File: src/logic/ramp_status_map.vh
// What this block does
// - A load detection stall trigger sets the stall flag at bit 6.
// - Writing one clears the stall flag and its interrupt; zero keeps it.
// - Clearing the stall flag releases the stall hold on motion.
// - Stall, right and left stop event flags are ORed onto the interrupt.
// - An enabled right stop switch stop sets the right stop flag, bit 5.
// - Hold mode or a move away from the switch removes a stop event.
// - In gradual stop a stop event stays until motion toward it ends.
// - Disabling the switch or the stop function clears its stop event.
// - An enabled left stop switch sets the left stop flag, as on the right.
// - A right position latch sets the right latch flag at bit 3, W1C.
// - A left position latch sets the left latch flag at bit 2, W1C.
// - Bit 1 reads the live right reference switch, one when active.
`ifndef RAMP_STATUS_MAP_VH
`define RAMP_STATUS_MAP_VH

// Byte addresses of the registers.
`define ADDR_STATUS    4'h0
`define ADDR_CONTROL   4'h4
`define ADDR_IRQ_EN    4'h8
`define ADDR_IRQ_CLR   4'hC

// Status bit positions.
`define BIT_STALL      6
`define BIT_STOP_R     5
`define BIT_STOP_L     4
`define BIT_LATCH_R    3
`define BIT_LATCH_L    2
`define BIT_SW_R       1

// Control bit positions.
`define CTL_STOP_R_EN  0
`define CTL_STOP_L_EN  1
`define CTL_STOP_FUNC  2
`define CTL_SOFT_STOP  3
`define CTL_HOLD_MODE  4

// Reset values.
`define CONTROL_RESET  5'h07
`define IRQ_EN_RESET   7'h70

// AXI responses.
`define RESP_OKAY      2'h0
`define RESP_SLVERR    2'h2

`endif
File: src/logic/ramp_event_status_flags.v
// The address map and the AXI4-Lite interface to the registers were left to the implementer.
`timescale 1ns/1ps
`include "ramp_status_map.vh"

module ramp_event_status_flags (
    // Clock and asynchronous active-low reset.
    input  wire        ref_clk,
    input  wire        rstn,
    // Register bus, write address and write data channels.
    input  wire [3:0]  s_axi_awaddr,
    input  wire        s_axi_awvalid,
    output wire        s_axi_awready,
    input  wire [31:0] s_axi_wdata,
    input  wire [3:0]  s_axi_wstrb,
    input  wire        s_axi_wvalid,
    output wire        s_axi_wready,
    // Write response channel.
    output reg  [1:0]  s_axi_bresp,
    output reg         s_axi_bvalid,
    input  wire        s_axi_bready,
    // Read address and read data channels.
    input  wire [3:0]  s_axi_araddr,
    input  wire        s_axi_arvalid,
    output wire        s_axi_arready,
    output reg  [31:0] s_axi_rdata,
    output reg  [1:0]  s_axi_rresp,
    output reg         s_axi_rvalid,
    input  wire        s_axi_rready,
    // Event sources from the ramp and switch logic on this clock.
    input  wire        stallTrigger,
    input  wire        stopSwitchR,
    input  wire        stopSwitchL,
    input  wire        latchEventR,
    input  wire        latchEventL,
    // Right reference switch pin, asynchronous to the clock.
    input  wire        refSwitchR,
    // Commanded and actual direction of motion.
    input  wire        moveLeft,
    input  wire        moveRight,
    input  wire        movingRight,
    input  wire        movingLeft,
    // Holds back to the ramp, and the interrupt pin.
    output wire        stallHold,
    output wire        stopHoldR,
    output wire        stopHoldL,
    output wire        irq
);

    // Flag, control and interrupt enable registers.
    reg  [6:0]  status;
    reg  [4:0]  control;
    reg  [6:0]  irqEnable;

    // Write capture, so that address and data may come in either order.
    reg  [3:0]  awAddr;
    reg  [31:0] wData;
    reg  [3:0]  wStrb;
    reg         awHeld;
    reg         wHeld;

    // Reference switch synchroniser and its accepted level.
    reg  [2:0]  swSync;
    reg         swState;

    // Combinational next values.
    reg  [6:0]  next_status;
    reg  [31:0] readWord;

    // Decoded strobes and control fields.
    wire        doWrite;
    wire        clrStall;
    wire [6:0]  clrMask;
    wire        wrStatus;
    wire        wrClear;
    wire        holdMode;
    wire        softStop;
    wire        stopFunc;
    wire        enR;
    wire        enL;
    wire        keepR;
    wire        keepL;

    // Address and data are each taken once, and only while no answer waits.
    // Holding both halves lets the master offer them in either order.
    // A new write is refused until the previous answer has been taken.
    assign s_axi_awready = !awHeld && !s_axi_bvalid;
    assign s_axi_wready  = !wHeld && !s_axi_bvalid;
    assign s_axi_arready = !s_axi_rvalid;
    assign doWrite       = awHeld && wHeld && !s_axi_bvalid;

    // Control fields; a stop switch only counts while the stop function is on.
    assign holdMode = control[`CTL_HOLD_MODE];
    assign softStop = control[`CTL_SOFT_STOP];
    assign stopFunc = control[`CTL_STOP_FUNC];
    assign enR      = stopFunc && control[`CTL_STOP_R_EN];
    assign enL      = stopFunc && control[`CTL_STOP_L_EN];

    // Write one to the status word or the clear word clears flags.
    // Only the low byte lane carries flags, so strobe bit 0 gates the clear.
    assign wrStatus = doWrite && wStrb[0] && (awAddr == `ADDR_STATUS);
    assign wrClear  = doWrite && wStrb[0] && (awAddr == `ADDR_IRQ_CLR);
    assign clrMask  = (wrStatus || wrClear) ? wData[6:0] : 7'h00;
    assign clrStall = clrMask[`BIT_STALL];

    // In gradual stop a stop event persists while motion toward the switch.
    // Outside gradual stop the motor halts at once, so nothing holds it.
    // soft stop persistence
    assign keepR = softStop && movingRight;
    assign keepL = softStop && movingLeft;

    // Flag update: set wins over clear, removal actions drop stop events.
    // The order of the steps below matters: clears come first, removals
    // next and sets last, so an event that arrives in the cycle of a clear
    // or of a removal is never lost, except a stop event in hold mode, which the set masks.
    always @* begin
        next_status = status;

        // sticky flags
        // Writing one to a bit clears it; writing zero leaves it.
        next_status = next_status & ~clrMask;

        // hold or reverse removal
        // A move to the left leaves the right switch behind.
        if ((holdMode || moveLeft) && !keepR) begin
            next_status[`BIT_STOP_R] = 1'b0;
        end

        // left removal mirrors
        // A move to the right leaves the left switch behind.
        if ((holdMode || moveRight) && !keepL) begin
            next_status[`BIT_STOP_L] = 1'b0;
        end

        // disable clears stop
        // This acts in every cycle while disabled, not only on the change.
        if (!enR) begin
            next_status[`BIT_STOP_R] = 1'b0;
        end
        if (!enL) begin
            next_status[`BIT_STOP_L] = 1'b0;
        end

        // stall sets flag
        // A trigger held high sets the flag again in every cycle.
        if (stallTrigger) begin
            next_status[`BIT_STALL] = 1'b1;
        end

        // right stop set
        // Hold mode masks new stop events as well as removing old ones.
        if (enR && stopSwitchR && !holdMode) begin
            next_status[`BIT_STOP_R] = 1'b1;
        end

        if (enL && stopSwitchL && !holdMode) begin
            next_status[`BIT_STOP_L] = 1'b1;
        end

        // right latch ready
        // Latch pulses come from the position logic on this clock.
        if (latchEventR) begin
            next_status[`BIT_LATCH_R] = 1'b1;
        end

        if (latchEventL) begin
            next_status[`BIT_LATCH_L] = 1'b1;
        end

        // live switch state
        // The synchronised level is reported, never the raw pin.
        next_status[`BIT_SW_R] = swState;

        // Bit 0 is unused and always reads zero.
        next_status[0] = 1'b0;
    end

    // The switch pin passes three flops, a change counts when two agree.
    // The first flop may go metastable; only its neighbour reads it.
    // Two agreeing samples also filter a single-cycle glitch on the pin.
    always @(posedge ref_clk or negedge rstn) begin
        if (!rstn) begin
            swSync  <= 3'h0;
            swState <= 1'b0;
        end else begin
            swSync <= {swSync[1:0], refSwitchR};
            if (swSync[1] == swSync[2]) begin
                swState <= swSync[2];
            end
        end
    end

    // Status flags.
    // Clearing and setting are decided in the next value above.
    always @(posedge ref_clk or negedge rstn) begin
        if (!rstn) begin
            status <= 7'h00;
        end else begin
            status <= next_status;
        end
    end

    // The stall hold lasts exactly as long as the stall flag.
    // The stop holds likewise follow their flags.
    // Clearing a flag therefore lets the ramp move on at once.
    // clear releases stall
    assign stallHold = status[`BIT_STALL];
    assign stopHoldR = status[`BIT_STOP_R];
    assign stopHoldL = status[`BIT_STOP_L];

    // Interrupt is high while any enabled flag is set.
    // Bit 1 tracks the live switch and only raises irq if enabled.
    // events ORed to irq
    assign irq = |(status & irqEnable);

    // Write channel capture and control registers.
    // The write takes effect at the same edge at which bvalid rises.
    // Unmapped offsets answer with an error and change nothing.
    always @(posedge ref_clk or negedge rstn) begin
        if (!rstn) begin
            awHeld       <= 1'b0;
            wHeld        <= 1'b0;
            awAddr       <= 4'h0;
            wData        <= 32'h00000000;
            wStrb        <= 4'h0;
            s_axi_bvalid <= 1'b0;
            s_axi_bresp  <= `RESP_OKAY;
            control      <= `CONTROL_RESET;
            irqEnable    <= `IRQ_EN_RESET;
        end else begin
            // Capture the address as soon as it is offered.
            if (s_axi_awvalid && s_axi_awready) begin
                awHeld <= 1'b1;
                awAddr <= s_axi_awaddr;
            end
            // Capture data and strobes independently of the address.
            if (s_axi_wvalid && s_axi_wready) begin
                wHeld <= 1'b1;
                wData <= s_axi_wdata;
                wStrb <= s_axi_wstrb;
            end
            if (doWrite) begin
                awHeld       <= 1'b0;
                wHeld        <= 1'b0;
                s_axi_bvalid <= 1'b1;
                s_axi_bresp  <= `RESP_OKAY;
                case (awAddr)
                    `ADDR_STATUS, `ADDR_IRQ_CLR: begin
                        // Flag clears are handled in the next status value.
                    end
                    `ADDR_CONTROL: begin
                        if (wStrb[0]) begin
                            control <= wData[4:0];
                        end
                    end
                    `ADDR_IRQ_EN: begin
                        if (wStrb[0]) begin
                            irqEnable <= wData[6:0];
                        end
                    end
                    default: begin
                        s_axi_bresp <= `RESP_SLVERR;
                    end
                endcase
            end else if (s_axi_bvalid && s_axi_bready) begin
                // The answer stands until the master takes it.
                s_axi_bvalid <= 1'b0;
            end
        end
    end

    // Read word selection; the clear register reads as zero.
    // The address is decoded while arvalid stands, before it is taken.
    always @* begin
        case (s_axi_araddr)
            `ADDR_STATUS:  readWord = {25'h0000000, status};
            `ADDR_CONTROL: readWord = {27'h0000000, control};
            `ADDR_IRQ_EN:  readWord = {25'h0000000, irqEnable};
            default:       readWord = 32'h00000000;
        endcase
    end

    // Read channel answers one cycle after the address is taken.
    // No new address is taken while an answer waits for rready.
    always @(posedge ref_clk or negedge rstn) begin
        if (!rstn) begin
            s_axi_rvalid <= 1'b0;
            s_axi_rdata  <= 32'h00000000;
            s_axi_rresp  <= `RESP_OKAY;
        end else if (s_axi_arvalid && s_axi_arready) begin
            s_axi_rvalid <= 1'b1;
            s_axi_rdata  <= readWord;
            // The response is decoded from the same address.
            if (s_axi_araddr == `ADDR_STATUS || s_axi_araddr == `ADDR_CONTROL
                || s_axi_araddr == `ADDR_IRQ_EN
                || s_axi_araddr == `ADDR_IRQ_CLR) begin
                s_axi_rresp <= `RESP_OKAY;
            end else begin
                s_axi_rresp <= `RESP_SLVERR;
            end
        end else if (s_axi_rvalid && s_axi_rready) begin
            // Release once the master has taken the answer.
            s_axi_rvalid <= 1'b0;
        end
    end

endmodule // ramp_event_status_flags

File: config.mk
export PLATFORM = sky130hd
export DESIGN_NAME = ramp_event_status_flags
export DESIGN_NICKNAME = d
export VERILOG_FILES = /design/src/logic/ramp_event_status_flags.v
export VERILOG_INCLUDE_DIRS = /design/src /design/src/logic
export SDC_FILE = /design/constraint.sdc
export NUM_CORES = 1
export LEC_CHECK = 0
export ABC_AREA = 0
export BUFFER_PORTS_ARGS = -buffer_cell sky130_fd_sc_hd__buf_2
export CORE_MARGIN = 8
export CORE_UTILIZATION = 40
export DETAILED_ROUTE_END_ITERATION = 16
export HOLD_SLACK_MARGIN = 0.12
export PLACE_DENSITY = 0.83
export SYNTH_ARGS = -nofsm -noshare
export SYNTH_HDL_FRONTEND = slang
export SYNTH_SLANG_ARGS = --single-unit
File: constraint.sdc
create_clock -name ref_clk -period 3.3 [get_ports ref_clk]
set_clock_uncertainty 0.15 [all_clocks]
set_input_delay 0.165 -clock ref_clk [delete_from_list [all_inputs] [get_ports ref_clk]]
set_output_delay 0.165 -clock ref_clk [all_outputs]
set_load 0.05 [all_outputs]
# Word-level counts from Yosys, hierarchy flattened
# Index checks and enable logic that the tools add are counted.
# totals
in_bits	61
ff_bits	74
out_inout_bits	45
wordCells	91
# op_classes
n_bitwise	3
mux	21
n_eq_ne	7
n_reduce_logical	45
# op_table
cell	count
logical AND 1 bit	22
one-hot mux 7 bit (3 select lines)	1
2-to-1 mux 1 bit	17
== test 4 bit (second input constant)	4
bitwise AND 7 bit	2
== test 4 x 3 -> 1 bit (second input constant)	2
logical NOT 4 bit	2
nonzero test 2 bit	4
logical NOT 1 bit	7
2-to-1 mux 7 bit	1
inverter 7 bit	1
OR reduction 7 bit	1
logical OR 1 bit	6
AND reduction 3 bit	2
2-to-1 mux 2 bit	2
OR reduction 4 bit	1
== test 1 bit	1

# Logic depth before layout (Yosys ltp)
# Gate-level depths: netlist of the first run.
# depth
depth_word	11
ltp_mapped	4
ltp_nobuf	3

# Worst setup path before layout of the first run
# Ideal clock, no wire load.
# synth_timing
path_kind	reg-to-reg
startpoint	register s_axi_bvalid
endpoint	register wData[0]
stages_incl_launch_ff	5
slack_ps	960
required_ps	3025
period_less_slack_ps	2340
arrival_ps	2065
n_path_buf	1
setup_time_ps	125
path_cell_list	dfrtp_1 nor2_1 and2_1 buf_2 mux2_2
# synth_between
elab_chain_len	3
# synth_rtl
element	line	rtl
from (decl)	ramp_event_status_flags.v:19	output reg s_axi_bvalid,
from (signal assigned)	ramp_event_status_flags.v:225	s_axi_bvalid <= 1'b0;
from (signal assigned)	ramp_event_status_flags.v:244	s_axi_bvalid <= 1'b1;
from (signal assigned)	ramp_event_status_flags.v:266	s_axi_bvalid <= 1'b0;
logical NOT 1 bit	ramp_event_status_flags.v:87	assign s_axi_wready = !wHeld && !s_axi_bvalid;
logical AND 1 bit	ramp_event_status_flags.v:87	
via s_axi_wready	ramp_event_status_flags.v:16	output wire s_axi_wready,
logical AND 1 bit	ramp_event_status_flags.v:236	if (s_axi_wvalid && s_axi_wready) begin
to (signal assigned)	ramp_event_status_flags.v:238	wData <= s_axi_wdata;
to (decl)	ramp_event_status_flags.v:56	reg [31:0] wData;
# The timed path passes the listed nets, and every way through them passes these cells.
# A chain may end at the register's enable or synchronous reset.

# Worst setup path after layout of the first run
# layout_timing
startpoint	register s_axi_bvalid
endpoint	register status[5]
# layout_between
elab_chain_len	11
word_cells_on_any_way	12
classes_between	4 x mux; 2 x bitwise; 6 x reduce/logical
# layout_rtl
element	line	rtl
logical NOT 1 bit (*)	ramp_event_status_flags.v:89	assign doWrite = awHeld && wHeld && !s_axi_bvalid;
logical AND 1 bit (*)	ramp_event_status_flags.v:89	
logical AND 1 bit (*)	ramp_event_status_flags.v:100, ramp_event_status_flags.v:101	
logical AND 1 bit, on equally long branches	ramp_event_status_flags.v:100, ramp_event_status_flags.v:101	
logical OR 1 bit (*)	ramp_event_status_flags.v:102	assign clrMask = (wrStatus || wrClear) ? wData[6:0] : 7'h00;
2-to-1 mux 7 bit (*)	ramp_event_status_flags.v:102	
inverter 7 bit (*)	ramp_event_status_flags.v:120	next_status = next_status & ~clrMask;
bitwise AND 7 bit (*)	ramp_event_status_flags.v:120	
2-to-1 mux 1 bit (*)	ramp_event_status_flags.v:124	if ((holdMode || moveLeft) && !keepR) begin
2-to-1 mux 1 bit (*)	ramp_event_status_flags.v:136	if (!enR) begin
2-to-1 mux 1 bit (*)	ramp_event_status_flags.v:151	if (enR && stopSwitchR && !holdMode) begin
via next_status[5]	ramp_event_status_flags.v:66	reg [6:0] next_status;
to (signal assigned)	ramp_event_status_flags.v:198	status <= next_status;
to (decl)	ramp_event_status_flags.v:50	reg [6:0] status;
# Mark *: on every way through the listed nets, which the timed path passes. The rest lies on a longest branch.

==> impl_metrics.ini, run 1 <==
[clocking]
ctsResizeCount = 0
clk_latency_ns = 0.30
cts_buffer_depth = 2
htree_num_levels = 2
ctsRootBufferMaster = clkbuf_8
ctsHoldBuffers = 28
clock_sinks = 47
post-cts-setup-buffer-count = 0
cts_buffers = 5
cts_tree = done
clk_pin_slew_worst_paths_ns = 0.08

[sta]
grt_setup_unrepaired = no
setup_tns_ns = 0
max_freq_mhz = 462
period_minus_slack_ns = 2.17
finalSetupViolations = 0
hold_viol_final = 0
maxSlewHeadroom = 0.339
finalCritPeriodShare = 0.657
worstMarginPinSlew_ns = 0.992
whs_ns = 0.137
slew_violations = 0
finalWorstSetupSlack_ns = 1.13

[setup_path]
critPathKind = reg2reg
cp-end-kind = register
cp.required_ns = 3.34
worstPathArrival_ns = 2.20
critPathLaunchType = register
cp_max_fo = 12

[outcome]
status = complete, no violations

[pwr]
powerDensity_mw_per_mm2 = 742
p_total_mw = 2.05
vdd_drop_max_v = 0.000636
leakage_nw = 1.31

[place]
pre_cts_ws_ns = 1.37
place.gp.congestion = 0.805
dpl.hpwl_um = 3590
io_buffers = 50

[global_route]
grt_usage = 0.129
grt_max_degree = 48
grt_pass1_wl_um = 7800
overflow = 0
antenna_found_initial = 0
grt_pass1_vias = 1679

[yosys]
synth_cells = 173
ys_types = 33
avgSynthCellArea_um2 = 12.4
ys_seq_area_frac = 0.551
syn_area_mm2 = 0.00215
ys_warn_count = 0
ys_ff_latch = 47

[detailed_routing]
wl_per_cell_um = 15.2
via_per_inst = 4.80
vias = 1559
ant_nets = 0
drc = 0
dr.pass1.iters = 4
wl_um = 4950
drt-initial-drc-count = 50

[finish]
layout_commonest_cell = buf_2
final_util = 0.538
drive_gt1_frac = 0.369
most-common-layout-cells = buf_2, dfrtp_1, dlygate4sd3_1
nNetsFinal = 315
diodes = 0
syn_to_final_growth_pct = 28.7

[die]
ioPinCount = 106
die_y_um = 89.3
start_util = 0.418
die_w_um = 89.3
die_area_mm2 = 0.00797
rows = 26
coreArea_mm2 = 0.00514

[job]
drv_cap = 0

[hold_path]
min-delay-path-class = in2reg
area by class of cell:
type | count | area (um2)
Multi-Input combinational cell | 119 | 835
Clock buffer | 6 | 82.6
Sequential cell | 47 | 1180
Clock inverter | 2 | 35.0
Inverter | 3 | 11.3
Fill cell | 442 | 2370
Tap cell | 70 | 87.6
Timing Repair Buffer | 78 | 531
worst max-delay path: stages, from the launching register on:
cell	delay [ns]
dfrtp_1	0.44
and3b_1	0.52
and4_2	0.30
o21ai_0	0.08
dlygate4sd3_1	0.56
synth_stat cells:
| master | number | area (um2) |
|---|---|---|
| o21bai_1 | 1 | 7.51 |
| xnor2_1 | 1 | 8.76 |
| and2_1 | 1 | 6.26 |
| buf_2 | 2 | 10.0 |
| and4_2 | 2 | 20.0 |
| a22oi_1 | 4 | 30.0 |
| o2bb2ai_1 | 2 | 17.5 |
| nor3b_1 | 1 | 7.51 |
| and3b_1 | 1 | 8.76 |
| dfstp_2 | 6 | 158 |
| nand4b_1 | 1 | 8.76 |
| nand2b_1 | 1 | 6.26 |
| maj3_1 | 1 | 10.0 |
| nand4_1 | 5 | 31.3 |
| a22o_1 | 2 | 17.5 |
| buf_4 | 27 | 203 |
| a21oi_1 | 4 | 20.0 |
| nor2_1 | 6 | 22.5 |
| nand4b_2 | 1 | 15.0 |
| a222oi_1 | 4 | 40.0 |
| nor3b_4 | 1 | 18.8 |
| a21o_1 | 3 | 22.5 |
| conb_1 | 1 | 3.75 |
| mux2_2 | 26 | 293 |
| clkbuf_1 | 1 | 3.75 |
| nor2b_1 | 4 | 25.0 |
| nor4_1 | 1 | 6.26 |
| o21ai_0 | 8 | 40.0 |
| nand2_1 | 7 | 26.3 |
| nor4b_1 | 1 | 8.76 |
| dfrtp_1 | 41 | 1030 |
| nand3_1 | 3 | 15.0 |
| inv_1 | 3 | 11.3 |
kinds of logic (layout without fill, tap and decap cells):
| logic type | Yosys count | count (layout) | share of synthesized area |
|---|---|---|---|
| DFF | 47 | 47 | 0.551 |
| and+or+nand+nor | 36 | 36 | 0.105 |
| buffers and inverters | 33 | 89 | 0.106 |
| AOI/OAI and AO/OA | 28 | 28 | 0.0909 |
| muxes | 26 | 26 | 0.136 |
| adders and majority gates | 1 | 1 | 0.00466 |
| other | 1 | 27 | 0.00175 |
| xor gates and xnor gates | 1 | 1 | 0.00408 |
final timing paths:
check | startpoint | end | slack (ns) | depth (start not counted)
setup / recovery | s_axi_bvalid | status[5] | 1.13 | 4
hold / removal | s_axi_araddr[0] | s_axi_rdata[0] | 0.14 | 4
setup reg to reg | s_axi_bvalid | status[5] | 1.13 | 4
hold reg to reg | swSync[0] | swSync[1] | 0.20 | 0
max in group asynchronous | rstn | s_axi_rresp[1] | 1.97 | 2
min in group asynchronous | rstn | swSync[0] | 0.42 | 2
report_power, final:
part / switching (mW) / leakage [nW] / internal [mW]
registers: 0.160 / 0.562 / 0.762
clock network: 0.185 / 0.0612 / 0.245
logic: 0.435 / 0.682 / 0.266
total: 0.779 / 1.31 / 1.27
state kept, by name, indices dropped and copies added, names as in the netlist:
name,flops
s_axi_rdata,7
control,5
status,6
swSync,3
s_axi_rvalid,1
swState,1
awAddr,4
s_axi_bresp,1
wStrb,1
s_axi_bvalid,1
irqEnable,7
wData,7
s_axi_rresp,1
awHeld,1
wHeld,1
through the flow:
step           cells  cell area (um2)
2_1_floorplan    199             2250
3_3_place_gp     289             2370
3_5_place_dp     289             2370
4_1_cts          325             2770
5_1_grt          325             2770
6_report         325             2770
routing by layer:
layer	vias up	wire, um	global-route usage
met5	-	0	0
met4	0	131	0.0574
met3	13	529	0.0460
met2	71	2420	0.227
met1	742	1870	0.136
li1	733	-	-
(Power assumes the default switching activity.)
==> run 2, diff against run 1 <==
==> constraint.sdc (replaced) <==
create_clock -name ref_clk -period 2.23 [get_ports ref_clk]
set_clock_uncertainty 0.15 [all_clocks]
set_input_delay 0.1115 -clock ref_clk [delete_from_list [all_inputs] [get_ports ref_clk]]
set_output_delay 0.1115 -clock ref_clk [all_outputs]
set_load 0.05 [all_outputs]
==> run 2 against run 1 <==
Worst hold slack barely moved. Non-clock buffer count rose by 6. Total power rose by 53%. Highest routed layer unchanged.
==> impl_metrics.ini, run 2 (synthesis results as in run 1) <==
[detailed_routing]
drc = 0
wl_met2_um = 2470
wl_met3_um = 525
ant_nets = 0
wl_um = 5020
vias = 1536
via_per_inst = 4.64
dr.max_layer_used = met4
dr.pass1.iters = 6
drt-initial-drc-count = 92
met1_length_um = 1940
wl_per_cell_um = 15.2

[die]
die_y_um = 89.3
rows = 26
die_area_mm2 = 0.00797
ioPinCount = 106
coreArea_mm2 = 0.00514
start_util = 0.418
die_w_um = 89.3

[sta]
setup_tns_ns = 0
whs_ns = 0.137
worstMarginPinSlew_ns = 0.612
grt_setup_unrepaired = no
hold_viol_final = 0
period_minus_slack_ns = 2.09
maxSlewHeadroom = 0.591
finalSetupViolations = 0
slew_violations = 0
finalCritPeriodShare = 0.937
max_freq_mhz = 479

[clocking]
clock_sinks = 47
post-cts-setup-buffer-count = 0
cts_buffers = 5
ctsRootBufferMaster = clkbuf_8
clk_pin_slew_worst_paths_ns = 0.08
clk_latency_ns = 0.29
htree_num_levels = 2
cts_buffer_depth = 2
ctsHoldBuffers = 31
ctsResizeCount = 0
cts_tree = done

[finish]
syn_to_final_growth_pct = 32.1
largestRegisters = irqEnable (7), s_axi_rdata (7), wData (7)
most-common-layout-cells = buf_2, dfrtp_1, dlygate4sd3_1
nNetsFinal = 321
final_area_mm2 = 0.00284
diodes = 0
layout_commonest_cell = buf_2
drive_gt1_frac = 0.375

[global_route]
grt_max_degree = 24
overflow = 0
grt_usage = 0.132
grt_pass1_wl_um = 7980
grt_pass1_vias = 1643
antenna_found_initial = 0

[setup_path]
crit_top_cell = dlygate4sd3_1
critPathMaxStageDelay_ns = 0.65
cp_max_fo = 5
critPathLaunchType = primary input
crit_family = buffers and inverters
crit_slowest_cell = dlygate4sd3_1
cp_num_buf_inv = 3
worstPathArrival_ns = 2.15
cp-end-kind = register
cp.required_ns = 2.29
critPathKind = in2reg
crit_chain = dlygate4sd3_1 > buf_2 > nor4b_1 > dlygate4sd3_1 > nand2_1 > o21ai_0

[place]
dpl.hpwl_um = 3740
io_buffers = 50
place_area_mm2 = 0.00239
place.gp.congestion = 0.742

[hold_path]
min-delay-path-class = in2reg

[pwr]
vdd_drop_max_v = 0.000725
powerDensity_mw_per_mm2 = 1110
leakage_nw = 1.34
p_total_mw = 3.15

[job]
drv_cap = 0

[outcome]
status = complete, no violations
run 2: changes by cell type in the layout (fill, tap and decap cells not counted), sizes merged:
cell         delta
buf             +3
bufinv          +1
clkbuf          -1
clkinv          -1
clkinvlp        +1
dlygate4sd3     +3
run 2: final cells by class:
| type | count | area (um2) |
|---|---|---|
| clock inverters | 3 | 67.6 |
| well taps | 70 | 87.6 |
| repair buffers | 84 | 583 |
| inverters | 3 | 11.3 |
| fillers | 444 | 2300 |
| multi-input cells | 119 | 837 |
| flip-flops and latches | 47 | 1180 |
| clock buffers | 5 | 68.8 |
run 2: worst paths after layout:
check	from	slack [ns]	depth (start not counted)	to
max	s_axi_araddr[1]	0.14	6	s_axi_rdata[1]
min	s_axi_arvalid	0.14	3	s_axi_rvalid
max reg2reg	s_axi_bvalid	0.17	4	status[5]
min reg2reg	swSync[0]	0.21	0	swSync[1]
max in group asynchronous	rstn	0.82	3	s_axi_bvalid
min in group asynchronous	rstn	0.18	3	wData[1]
run 2: per-layer routing:
metal,track usage,vias to the layer above
li1,-,744
met1,0.146,713
met2,0.232,69
met3,0.0404,10
met4,0.0483,0
met5,0,-
run 2: power breakdown:
| part | total [mW] | internal, mW | leakage (nW) | switching [mW] |
|---|---|---|---|---|
| clock | 0.725 | 0.447 | 0.0644 | 0.278 |
| sequential | 1.37 | 1.13 | 0.562 | 0.240 |
| combinational | 1.05 | 0.413 | 0.712 | 0.642 |
run 2: worst register-to-register path, stage by stage (launching register included):
cell and delay (ns):
dfrtp_1 0.45, and3b_1 0.41, and4_2 0.27, o21ai_0 0.09
dlygate4sd3_1 0.58
run 2: per-stage QoR:
step / worst slack, ns / cells / utilization
floorplan: 0.147 / 199 / -
global placement: 0.483 / 292 / 0.465
detailed placement: 0.414 / 292 / 0.465
CTS: 0.157 / 331 / 0.552
global route: 0.0128 / 331 / 0.552
finish: 0.140 / 331 / 0.552
